--- config.mk ---
export PLATFORM = sky130hd
export DESIGN_NAME = fault_retry_pin_config
export DESIGN_NICKNAME = d
export VERILOG_FILES = /design/src/logic/fault_retry_pin_config.v
export VERILOG_INCLUDE_DIRS = /design/src /design/src/logic
export SDC_FILE = /design/constraint.sdc
export NUM_CORES = 1
export LEC_CHECK = 0
export BUFFER_PORTS_ARGS = -buffer_cell sky130_fd_sc_hd__buf_2
export CAP_MARGIN = 20
export CORE_MARGIN = 4
export CORE_UTILIZATION = 56
export CTS_CLUSTER_SIZE = 8
export DETAILED_ROUTE_END_ITERATION = 10
export PLACE_DENSITY = 0.8
export SLEW_MARGIN = 20
export SYNTH_ARGS = -nofsm -noshare
export SYNTH_HDL_FRONTEND = slang
export SYNTH_SLANG_ARGS = --single-unit
--- constraint.sdc ---
create_clock -name mclk -period 3.5 [get_ports mclk]
set_input_delay 0.175 -clock mclk [delete_from_list [all_inputs] [get_ports mclk]]
set_output_delay 0.175 -clock mclk [all_outputs]
set_load 0.01 [all_outputs]
--- src/logic/fault_retry_pin_config_defines.vh ---
// constants for the fault retry and spare pin configuration block
//
// Contract
// retry field 101 gives five restart attempts, then output stays off until cleared.
// retry field 110 gives six restart attempts, then output stays off until cleared.
// retry field 111 retries forever until turn-off, bias loss or shutdown fault.
// restart attempts are spaced by the delay count times the category time unit.
// delay field decodes as two to the power of its value, 1 to 128.
// the same delay serves for ride-through time and for restart spacing.
// the unit length comes from the response-unit configuration, not this register.
// each spare pin has a utilization bit, 0 used and 1 unused.
// upper byte sets each unused pin as input (0) or driven low (1).
// bits 15:8 and 7:0 share one pin order, second fault pin first.
// an unused marking overrides every other function assigned to the pin.
// host should pick output-low for unused pins that are not grounded.
// hold an 8-bit remote control threshold compared against the analog input.
// response field 7:6 selects ignore, ride-through, disable-and-retry or latch off.
// retry field 000 means no restart; output stays off until cleared.
// retry fields 001 to 100 give one to four attempts, then stay off.
// a latched fault clears on status clear, clear command, reset, off-on or bias loss.
// an attempt counter resets on clear or turn-off and bounds the retries.
`ifndef FAULT_RETRY_PIN_CONFIG_DEFINES_VH
`define FAULT_RETRY_PIN_CONFIG_DEFINES_VH

// ------------------------------------------------------------
// command codes
// ------------------------------------------------------------
`define CMD_OV_WARN_RESPONSE 8'hc4
`define CMD_SPARE_PIN_CONFIG 8'hc5
`define CMD_RC_THRESHOLD 8'hc6

// ------------------------------------------------------------
// response register fields
// ------------------------------------------------------------
`define RESP_MODE_HI 7
`define RESP_MODE_LO 6
`define RESP_RETRY_HI 5
`define RESP_RETRY_LO 3
`define RESP_DELAY_HI 2
`define RESP_DELAY_LO 0
`define MODE_IGNORE 2'h0
`define MODE_RIDE 2'h1
`define MODE_DISABLE_RETRY 2'h2
`define MODE_LATCH_OFF 2'h3
`define RETRY_NONE 3'h0
`define RETRY_FOREVER 3'h7

// ------------------------------------------------------------
// reset values
// ------------------------------------------------------------
`define RESP_RESET 8'h00
`define PIN_CONFIG_RESET 16'h0000
`define RC_THRESHOLD_RESET 8'h00

// ------------------------------------------------------------
// timing: unit times and clock rate
// ------------------------------------------------------------
`define CLK_HZ 100000000
`define UNIT_1MS_US 1000
`define UNIT_10MS_US 10000
`define UNIT_100MS_US 100000
`define UNIT_1S_US 1000000
`define US_PER_S 1000000

`endif

--- src/logic/fault_retry_pin_config.v ---
// fault restart sequencer, spare pin configuration and remote control threshold
`timescale 1ns/10ps
`default_nettype none
`include "fault_retry_pin_config_defines.vh"

module fault_retry_pin_config #(
	parameter [31:0] UNIT_1MS_CYC = (`UNIT_1MS_US / 10) * (`CLK_HZ / 100000),
	parameter [31:0] UNIT_10MS_CYC = (`UNIT_10MS_US / 10) * (`CLK_HZ / 100000),
	parameter [31:0] UNIT_100MS_CYC = (`UNIT_100MS_US / 10) * (`CLK_HZ / 100000),
	parameter [31:0] UNIT_1S_CYC = (`UNIT_1S_US / 10) * (`CLK_HZ / 100000)
) (
	input wire mclk,
	input wire rst,
	input wire cmdWrite,
	input wire cmdRead,
	input wire [7:0] cmdCode,
	input wire [15:0] cmdWrData,
	output reg [15:0] rdData_ff,
	output reg rdValid_ff,
	input wire [1:0] unitSelect,
	input wire faultIn,
	input wire statusClear,
	input wire clearFaults,
	input wire operationOn,
	input wire biasGood,
	input wire otherShutdown,
	output reg outputEnable_ff,
	output reg faultLatched_ff,
	output reg [2:0] attemptCount_ff,
	input wire [7:0] funcPinOut,
	input wire [7:0] funcPinOe,
	input wire [7:0] pinIn,
	output reg [7:0] pinOut_ff,
	output reg [7:0] pinOe_ff,
	output reg [7:0] funcPinIn_ff,
	output reg [7:0] pinUnused_ff,
	input wire rcFromAnalog,
	input wire [7:0] analogLevel,
	output reg remoteTrip_ff
);

	// ------------------------------------------------------------
	// helpers
	// ------------------------------------------------------------
	localparam ST_RUN = 2'h0;
	localparam ST_RIDE = 2'h1;
	localparam ST_WAIT = 2'h2;
	localparam ST_HOLD = 2'h3;

	// cycles in one delay unit; the unit select comes from outside
	function [31:0] unitCycles;
		input [1:0] sel;
		begin
			case (sel)
				2'h0: unitCycles = UNIT_1MS_CYC;
				2'h1: unitCycles = UNIT_10MS_CYC;
				2'h2: unitCycles = UNIT_100MS_CYC;
				default: unitCycles = UNIT_1S_CYC;
			endcase
		end
	endfunction

	// power-of-two decode of the delay field
	function [7:0] delayUnits;
		input [2:0] field;
		begin
			delayUnits = 8'h01 << field;
		end
	endfunction

	// ------------------------------------------------------------
	// configuration registers
	// ------------------------------------------------------------
	reg [7:0] respCfg_ff;
	reg [15:0] pinCfg_ff;
	reg [7:0] rcThreshold_ff;

	// writes by command code; unknown codes are ignored
	always @(posedge mclk) begin
		if (rst) begin
			respCfg_ff <= `RESP_RESET;
			pinCfg_ff <= `PIN_CONFIG_RESET;
			rcThreshold_ff <= `RC_THRESHOLD_RESET;
		end else if (cmdWrite) begin
			case (cmdCode)
				`CMD_OV_WARN_RESPONSE: respCfg_ff <= cmdWrData[7:0];
				`CMD_SPARE_PIN_CONFIG: pinCfg_ff <= cmdWrData;
				`CMD_RC_THRESHOLD: rcThreshold_ff <= cmdWrData[7:0];
				default: respCfg_ff <= respCfg_ff;
			endcase
		end
	end

	// reads answer one cycle later; unknown codes read as zero
	always @(posedge mclk) begin
		if (rst) begin
			rdData_ff <= 16'h0000;
			rdValid_ff <= 1'b0;
		end else begin
			rdValid_ff <= cmdRead;
			if (cmdRead) begin
				case (cmdCode)
					`CMD_OV_WARN_RESPONSE: rdData_ff <= {8'h00, respCfg_ff};
					`CMD_SPARE_PIN_CONFIG: rdData_ff <= pinCfg_ff;
					`CMD_RC_THRESHOLD: rdData_ff <= {8'h00, rcThreshold_ff};
					default: rdData_ff <= 16'h0000;
				endcase
			end
		end
	end

	wire [1:0] respMode = respCfg_ff[`RESP_MODE_HI:`RESP_MODE_LO];
	wire [2:0] retrySet = respCfg_ff[`RESP_RETRY_HI:`RESP_RETRY_LO];
	wire [2:0] delayField = respCfg_ff[`RESP_DELAY_HI:`RESP_DELAY_LO];

	// ------------------------------------------------------------
	// delay timer
	// ------------------------------------------------------------
	reg [31:0] preCnt_ff;
	reg [7:0] unitCnt_ff;
	reg timerRun_ff;
	wire unitTick = timerRun_ff && (preCnt_ff == unitCycles(unitSelect) - 32'h1);
	wire timerDone = unitTick && (unitCnt_ff == delayUnits(delayField) - 8'h01);

	// ------------------------------------------------------------
	// restart sequencer
	// ------------------------------------------------------------
	reg [1:0] state_ff;
	reg [1:0] nxt_state;
	reg nxt_timerRun;
	reg nxt_enable;
	reg nxt_latched;
	reg [2:0] nxt_attempt;
	reg operationSeen_ff;

	// off-to-on is detected by the previous command level
	wire turnOff = !operationOn || !biasGood;
	wire clearReq = statusClear || clearFaults || (operationOn && !operationSeen_ff);
	// forever mode never hits the bound, so the counter may saturate freely
	wire attemptsLeft = (retrySet == `RETRY_FOREVER) || (attemptCount_ff < retrySet);

	always @* begin
		nxt_state = state_ff;
		nxt_timerRun = timerRun_ff;
		nxt_enable = outputEnable_ff;
		nxt_latched = faultLatched_ff;
		nxt_attempt = attemptCount_ff;
		if (turnOff) begin
			// turn-off or bias loss ends every sequence and resets the count
			nxt_state = ST_RUN;
			nxt_timerRun = 1'b0;
			nxt_enable = 1'b0;
			nxt_latched = 1'b0;
			nxt_attempt = 3'h0;
		end else if (otherShutdown) begin
			nxt_state = ST_HOLD;
			nxt_timerRun = 1'b0;
			nxt_enable = 1'b0;
			nxt_latched = 1'b1;
		end else if (clearReq) begin
			nxt_state = ST_RUN;
			nxt_timerRun = 1'b0;
			nxt_enable = 1'b1;
			nxt_latched = 1'b0;
			nxt_attempt = 3'h0;
		end else begin
			case (state_ff)
				ST_RUN: begin
					nxt_enable = 1'b1;
					if (faultIn) begin
						case (respMode)
							`MODE_RIDE: begin
								nxt_state = ST_RIDE;
								nxt_timerRun = 1'b1;
							end
							`MODE_DISABLE_RETRY: begin
								nxt_enable = 1'b0;
								if (retrySet != `RETRY_NONE && attemptsLeft) begin
									nxt_state = ST_WAIT;
									nxt_timerRun = 1'b1;
								end else begin
									nxt_state = ST_HOLD;
									nxt_latched = 1'b1;
								end
							end
							`MODE_LATCH_OFF: begin
								nxt_enable = 1'b0;
								nxt_state = ST_HOLD;
								nxt_latched = 1'b1;
							end
							default: nxt_state = ST_RUN;
						endcase
					end
				end
				ST_RIDE: begin
					// output stays on while the ride-through runs
					if (timerDone) begin
						nxt_timerRun = 1'b0;
						if (!faultIn) begin
							nxt_state = ST_RUN;
						end else if (retrySet != `RETRY_NONE && attemptsLeft) begin
							nxt_enable = 1'b0;
							nxt_state = ST_WAIT;
							nxt_timerRun = 1'b1;
						end else begin
							nxt_enable = 1'b0;
							nxt_state = ST_HOLD;
							nxt_latched = 1'b1;
						end
					end
				end
				ST_WAIT: begin
					if (timerDone) begin
						nxt_timerRun = 1'b0;
						nxt_enable = 1'b1;
						nxt_state = ST_RUN;
						if (attemptCount_ff != 3'h7) begin
							nxt_attempt = attemptCount_ff + 3'h1;
						end
					end
				end
				ST_HOLD: begin
					nxt_enable = 1'b0;
				end
				default: nxt_state = ST_HOLD;
			endcase
		end
	end

	// sequencer and timer registers
	always @(posedge mclk) begin
		if (rst) begin
			state_ff <= ST_RUN;
			timerRun_ff <= 1'b0;
			outputEnable_ff <= 1'b0;
			faultLatched_ff <= 1'b0;
			attemptCount_ff <= 3'h0;
			operationSeen_ff <= 1'b0;
			preCnt_ff <= 32'h0;
			unitCnt_ff <= 8'h00;
		end else begin
			state_ff <= nxt_state;
			timerRun_ff <= nxt_timerRun;
			outputEnable_ff <= nxt_enable;
			faultLatched_ff <= nxt_latched;
			attemptCount_ff <= nxt_attempt;
			operationSeen_ff <= operationOn;
			// timer restarts from zero whenever it is newly started
			if (!timerRun_ff || !nxt_timerRun || timerDone) begin
				preCnt_ff <= 32'h0;
				unitCnt_ff <= 8'h00;
			end else if (unitTick) begin
				preCnt_ff <= 32'h0;
				unitCnt_ff <= unitCnt_ff + 8'h01;
			end else begin
				preCnt_ff <= preCnt_ff + 32'h1;
			end
		end
	end

	// ------------------------------------------------------------
	// spare pins
	// ------------------------------------------------------------
	// order of bits 7..0: second_fault_pin, tms, tdi, tdo, pwm_channel3_b_pin,
	// pwm_channel3_a_pin, pwm_channel2_b_pin, external_adc_trigger_pin
	reg [7:0] pinSyncA_ff;
	reg [7:0] pinSyncB_ff;
	integer i;

	// unused pins ignore their function logic entirely
	always @(posedge mclk) begin
		if (rst) begin
			pinSyncA_ff <= 8'h00;
			pinSyncB_ff <= 8'h00;
			pinOut_ff <= 8'h00;
			pinOe_ff <= 8'h00;
			funcPinIn_ff <= 8'h00;
			pinUnused_ff <= 8'h00;
		end else begin
			pinSyncA_ff <= pinIn;
			pinSyncB_ff <= pinSyncA_ff;
			pinUnused_ff <= pinCfg_ff[7:0];
			for (i = 0; i < 8; i = i + 1) begin
				if (pinCfg_ff[i]) begin
					pinOut_ff[i] <= 1'b0;
					pinOe_ff[i] <= pinCfg_ff[i + 8];
					funcPinIn_ff[i] <= 1'b0;
				end else begin
					pinOut_ff[i] <= funcPinOut[i];
					pinOe_ff[i] <= funcPinOe[i];
					funcPinIn_ff[i] <= pinSyncB_ff[i];
				end
			end
		end
	end

	// ------------------------------------------------------------
	// remote control compare
	// ------------------------------------------------------------
	// trip at or above the threshold; no hysteresis is applied here
	always @(posedge mclk) begin
		if (rst) begin
			remoteTrip_ff <= 1'b0;
		end else begin
			remoteTrip_ff <= rcFromAnalog && (analogLevel >= rcThreshold_ff);
		end
	end

endmodule // fault_retry_pin_config
`default_nettype wire

### Word level (Yosys, flattened, before mapping)

Index checks and enable logic that the tools add are counted.

| operators by class | value |
|---|---|
| $add $sub $neg | 5 |
| $mul | 0 |
| div/mod/pow operators | 0 |
| order comparisons | 2 |
| equal/unequal tests | 23 |
| shift operators | 1 |
| muxes and demuxes | 49 |
| bitwise gates (word level) | 1 |
| reduce and logical (&&, ||, !) cells | 44 |

Operators with widths:

| cell | count |
|---|---|
| 27-bit case mux with 3 select lines | 1 |
| 16-bit case mux with 3 select lines | 1 |
| 32-bit by 1-bit adder with 32-bit output (second input constant) | 1 |
| 32-bit equality test | 1 |
| 32-bit by 1-bit subtractor with 32-bit output (second input constant) | 1 |
| 1-bit 2-to-1 mux | 30 |
| 8-bit equality test (second input constant) | 3 |
| 2-bit OR reduction | 11 |
| 4-bit != test (second input constant) | 4 |
| 2-bit 2-to-1 mux | 6 |
| 3-bit 2-to-1 mux | 4 |
| 3-bit != test (second input constant) | 4 |
| 2-bit case mux with 3 select lines | 2 |
| 2-bit equality test (second input constant) | 5 |
| 8-bit by 1-bit adder with 8-bit output (second input constant) | 1 |
| 8-bit equality test | 1 |
| 8-bit greater-or-equal comparator | 1 |
| 4-bit AND reduction | 2 |
| 1-bit by 3-bit << shifter with 8-bit output (first input constant) | 1 |
| 8-bit by 1-bit subtractor with 8-bit output (second input constant) | 1 |
| 2-bit by 1-bit equality test with 1-bit output (second input constant) | 3 |
| 1-bit logical OR | 6 |
| 1-bit case mux with 2 select lines | 3 |
| 2-bit AND reduction | 3 |
| 17 further kinds | 29 |

| word-level totals | value |
|---|---|
| register bits after elaboration | 147 |
| latch bits | 0 |
| RAM bits | 0 |
| memory bits (read-only) | 0 |
| input port bits | 69 |
| output and inout port bits | 55 |
| word-level logic and storage cells | 159 |
| memories | 0 |

### Logic depth before layout (Yosys ltp)

| logic depth | value |
|---|---|
| word-level depth | 15 |
| mapped depth | 13 |
| mapped depth without buffers | 11 |

### Least setup slack after synthesis

OpenSTA, ideal clock, no wires.

| path | value |
|---|---|
| path type | reg-to-reg |
| start point | register respCfg_ff[0] |
| end point | register faultLatched_ff |
| setup time | 0.119 ns |
| data arrival time | 2.861 ns |
| required time | 3.381 ns |
| path slack | 0.521 ns |
| stages on the path, launching flop included | 13 |
| path buffers | 3 |
| cells stage by stage | dfxtp_1 > clkbuf_1 > or3_1 > ha_1 > buf_2 > xnor2_1 > or4_1 > nand3_1 > a221oi_1 > or4_1 > buf_2 > and3_1 > o221a_1 |

| on the way | value |
|---|---|
| cells in the longest elaborated chain, start to end | 6 |

Ends and longest elaborated chain:

| what | line | text |
|---|---|---|
| start, declared | fault_retry_pin_config.v:74 | `reg [7:0] respCfg_ff;` |
| start signal, assigned | fault_retry_pin_config.v:81 | `` respCfg_ff <= `RESP_RESET; `` |
| start signal, assigned | fault_retry_pin_config.v:86 | `` `CMD_OV_WARN_RESPONSE: respCfg_ff <= cmdWrData[7:0]; `` |
| start signal, assigned | fault_retry_pin_config.v:89 | `default: respCfg_ff <= respCfg_ff;` |
| 1-bit by 3-bit << shifter with 8-bit output | fault_retry_pin_config.v:67 | `delayUnits = 8'h01 << field;` |
| 8-bit by 1-bit subtractor with 8-bit output | fault_retry_pin_config.v:123 | `wire timerDone = unitTick && (unitCnt_ff == delayUnits(delayField) - 8'h01);` |
| 8-bit equality test | fault_retry_pin_config.v:123 |  |
| 1-bit logical AND | fault_retry_pin_config.v:123 |  |
| 4-bit != test (no source line) | -- |  |
| 5-bit AND reduction (no source line) | -- |  |
| end signal, assigned | fault_retry_pin_config.v:245 | `faultLatched_ff <= nxt_latched;` |
| end, declared | fault_retry_pin_config.v:28 | `output reg faultLatched_ff,` |

Every way passes these cells.
A chain may end at the register's enable or synchronous reset.

### Final worst setup path

| path | value |
|---|---|
| start point | register respCfg_ff[1] |
| end point | register faultLatched_ff |

The elaborated chain is that of the path after synthesis.

==> impl_metrics.toml <==
[logic_synthesis]
synth_mux_area_frac = 0.0570
yosys_warnings = 0
synth_nets = 871
synth_top_family_by_area = "simple AND/OR/NAND/NOR gates"
synth_xor_area_frac = 0.0650
syn_inst = 770
synth_top_area_share = 0.437
yosysMostFrequentCell = "dfxtp_1"
synth_compound_area_frac = 0.0884
ys_ff_latch = 147
synthAdderAreaFrac = 0.0594
synth_area_leaders = "dfxtp_1 44%, nor2_1 6.1%, ha_1 5.9%, mux2i_1 5.2%, nor2b_1 4.7%"
syn-cell-area_mm2 = 0.00674
synth_largest_area_cell = "dfxtp_1"
synth_common_cells = "147 x dfxtp_1, 110 x nor2_1, 74 x nand2_1, 51 x nor2b_1, 47 x a21oi_1"
synth_edf_count = 0
seq_area_frac_synth = 0.437
synth.distinct_cells = 55
yosys.area_share.simple = 0.260
syn_avg_cell_area_um2 = 8.75
ys.flop_type = "dfxtp_1"
async_flop_share = 0

[floorplanning]
start_util = 0.580
core_area_mm2 = 0.0116
dieArea_mm2 = 0.0139
io_pins = 124
die_x_um = 118
die_h_um = 118
num_rows = 39

[routing]
dr.pass1.iters = 5
drt-initial-drc-count = 509
post_drt_wl_per_cell_um = 15.8
drc = 0
antenna_left = 0
via_per_inst = 5.43
routed-via-count = 5792
wl_um = 16800

[clock_network]
clk_pin_slew_ns = 0.07
cts_made_buffers = 17
cts_resized = 0
max-clock-path-buffers = 2
cts_sinks = 147
cts_root_buf = "clkbuf_16"
cts_tree = "built"
htree_levels = 4
worstSkewPairLatency_ns = 0.43
postCtsSetupRepairBufs = 0
cts_hold_buf = 25

[layout]
regMostFlops = "preCnt_ff"
fin_util = 0.715
reg_top3 = "preCnt_ff x32, pinCfg_ff x16, rdData_ff x16"
drive_gt1_frac = 0.180
largest_register_ffs = 32
synthToLayoutAreaGrowth_pct = 23.1
nets = 1010

[worst_hold_path]
hold_class = "in2reg"
hold_start = "funcPinOut[0]"

[run]
cap_violations = 0

[sta]
fin_worst_skew_ns = 0.00789
fmax_ghz = 0.321
slew_headroom = 0.373
setup_viol = 0
slew_viol_final = 0
finalCriticalPeriod_ns = 3.11
finalSetupTns_ns = 0
hold_viol_final = 0
worst_pin_slew_ns = 0.941
rsz0062_at_grt = "no"
fin_crit_sh = 0.889

[critical_path]
path_class = "reg2reg"
cp-end-kind = "flop"
crit_arrival_ns = 3.43
startpoint = "respCfg_ff[1]"
cp-endpoint = "faultLatched_ff"
cp_max_fo = 13
rr_endpoint = "faultLatched_ff"
r2r-start = "respCfg_ff[1]"
r2r_slack_ns = 0.39
critical_path_required_ns = 3.82
start_kind = "flop"
r2r_cells = 9

[global_routing]
grt.total_usage = 0.245
antenna_found_initial = 1
grt_first_pass_wirelength_um = 27600
overflow = 0
grt_start_max_net_pins = 99
first_global_vias = 5752

[placed_design]
port_buffers = 123
place_hpwl_um = 11200
gp_congestion = 0.900

[pwr]
p_total_mw = 3.79
power.density_mw_per_mm2 = 457
peakVddDrop_uv = 368
power_leakage_nw = 3.41

[run_status]
status = "completed"
[metal layers]
| metal | vias up | global-route usage | routed length, um |
|---|---|---|---|
| met2 | 206 | 0.386 | 7820 |
| met1 | 2665 | 0.309 | 7220 |
| li1 | 2868 | - | - |
| met4 | 0 | 0.136 | 710 |
| met3 | 53 | 0.0610 | 1050 |
| met5 | - | 0 | 0 |
[cell usage in the layout (no fill, tap or decap), types with 3 or more instances in the layout]
master,synthesis,final
dfxtp_1,147,147
buf_2,3,123
nor2_1,110,110
nand2_1,74,74
nor2b_1,51,51
a21oi_1,47,47
mux2i_1,35,35
ha_1,32,32
inv_1,28,28
xnor2_1,26,26
dlygate4sd3_1,0,25
xor2_1,24,24
o21ai_0,22,22
nor3b_1,20,20
nand3_1,18,18
clkbuf_16,0,17
and3_1,14,14
nand4_1,10,10
nor3_1,7,7
nor4_1,6,6
nand2b_1,5,5
a211oi_1,4,4
and2_1,4,4
or4_1,4,4
o2111ai_1,4,4
a21o_1,4,4
inv_6,0,4
buf_4,0,4
or3_1,3,3
nor4b_1,3,3
a211o_1,3,3
mux2_1,3,3
clkinv_2,0,3
bufinv_16,0,3
[power by group]
group | total, mW | internal (mW) | switching [mW]
combinational | 0.204 | 0.0969 | 0.107
clock | 1.88 | 1.13 | 0.750
sequential | 1.71 | 1.70 | 0.00749
[cells by family after synthesis]
group / after synthesis
AO/OA/AOI/OAI: 99
XOR/XNOR: 50
adder cells (fa/ha/maj): 32
buffers and inverters: 60
flip-flops: 147
multiplexers: 38
AND/OR/NAND/NOR: 344
[worst min-delay path by stage]
stage	endpoint	cells after the start
2_1_floorplan	pinSyncA_ff[0]	1
3_3_place_gp	pinSyncA_ff[0]	2
3_5_place_dp	pinSyncA_ff[6]	2
4_1_cts	pinSyncA_ff[3]	2
5_1_grt	pinOut_ff[0]	2
6_report	pinOut_ff[0]	2
[cell type report]
cell class	instances	area, um^2
multi-input cells	563	3570
clock inverters	14	175
repair buffers	152	896
flip-flops and latches	147	2940
inverters	28	105
fillers	874	3320
clock buffers	18	429
well taps	143	179
diodes	1	2.50
[critical path, cell delays in order (launching register included)]
cell	delay, ns
dfxtp_1	0.42
or3_1	0.41
ha_1	0.31
xnor2_1	0.15
or4_1	0.39
nand3_1	0.09
a221oi_1	0.12
or4_1	0.68
and3_1	0.23
o221a_1	0.19
[stage by stage]
| stage | hold slack, ns | worst slack [ns] | cells | area (um^2) |
|---|---|---|---|---|
| after floorplan | 0.303 | 0.521 | 770 | 6740 |
| final | 0.00333 | 0.389 | 1066 | 8300 |
| after CTS | 0.000194 | 0.406 | 1065 | 8300 |
| after detailed placement | 0.389 | 0.446 | 1008 | 7440 |
| after global placement | 0.384 | 0.514 | 1008 | 7440 |
| after global routing | 0.000237 | 0.260 | 1066 | 8300 |
(Power assumes the default switching activity.)
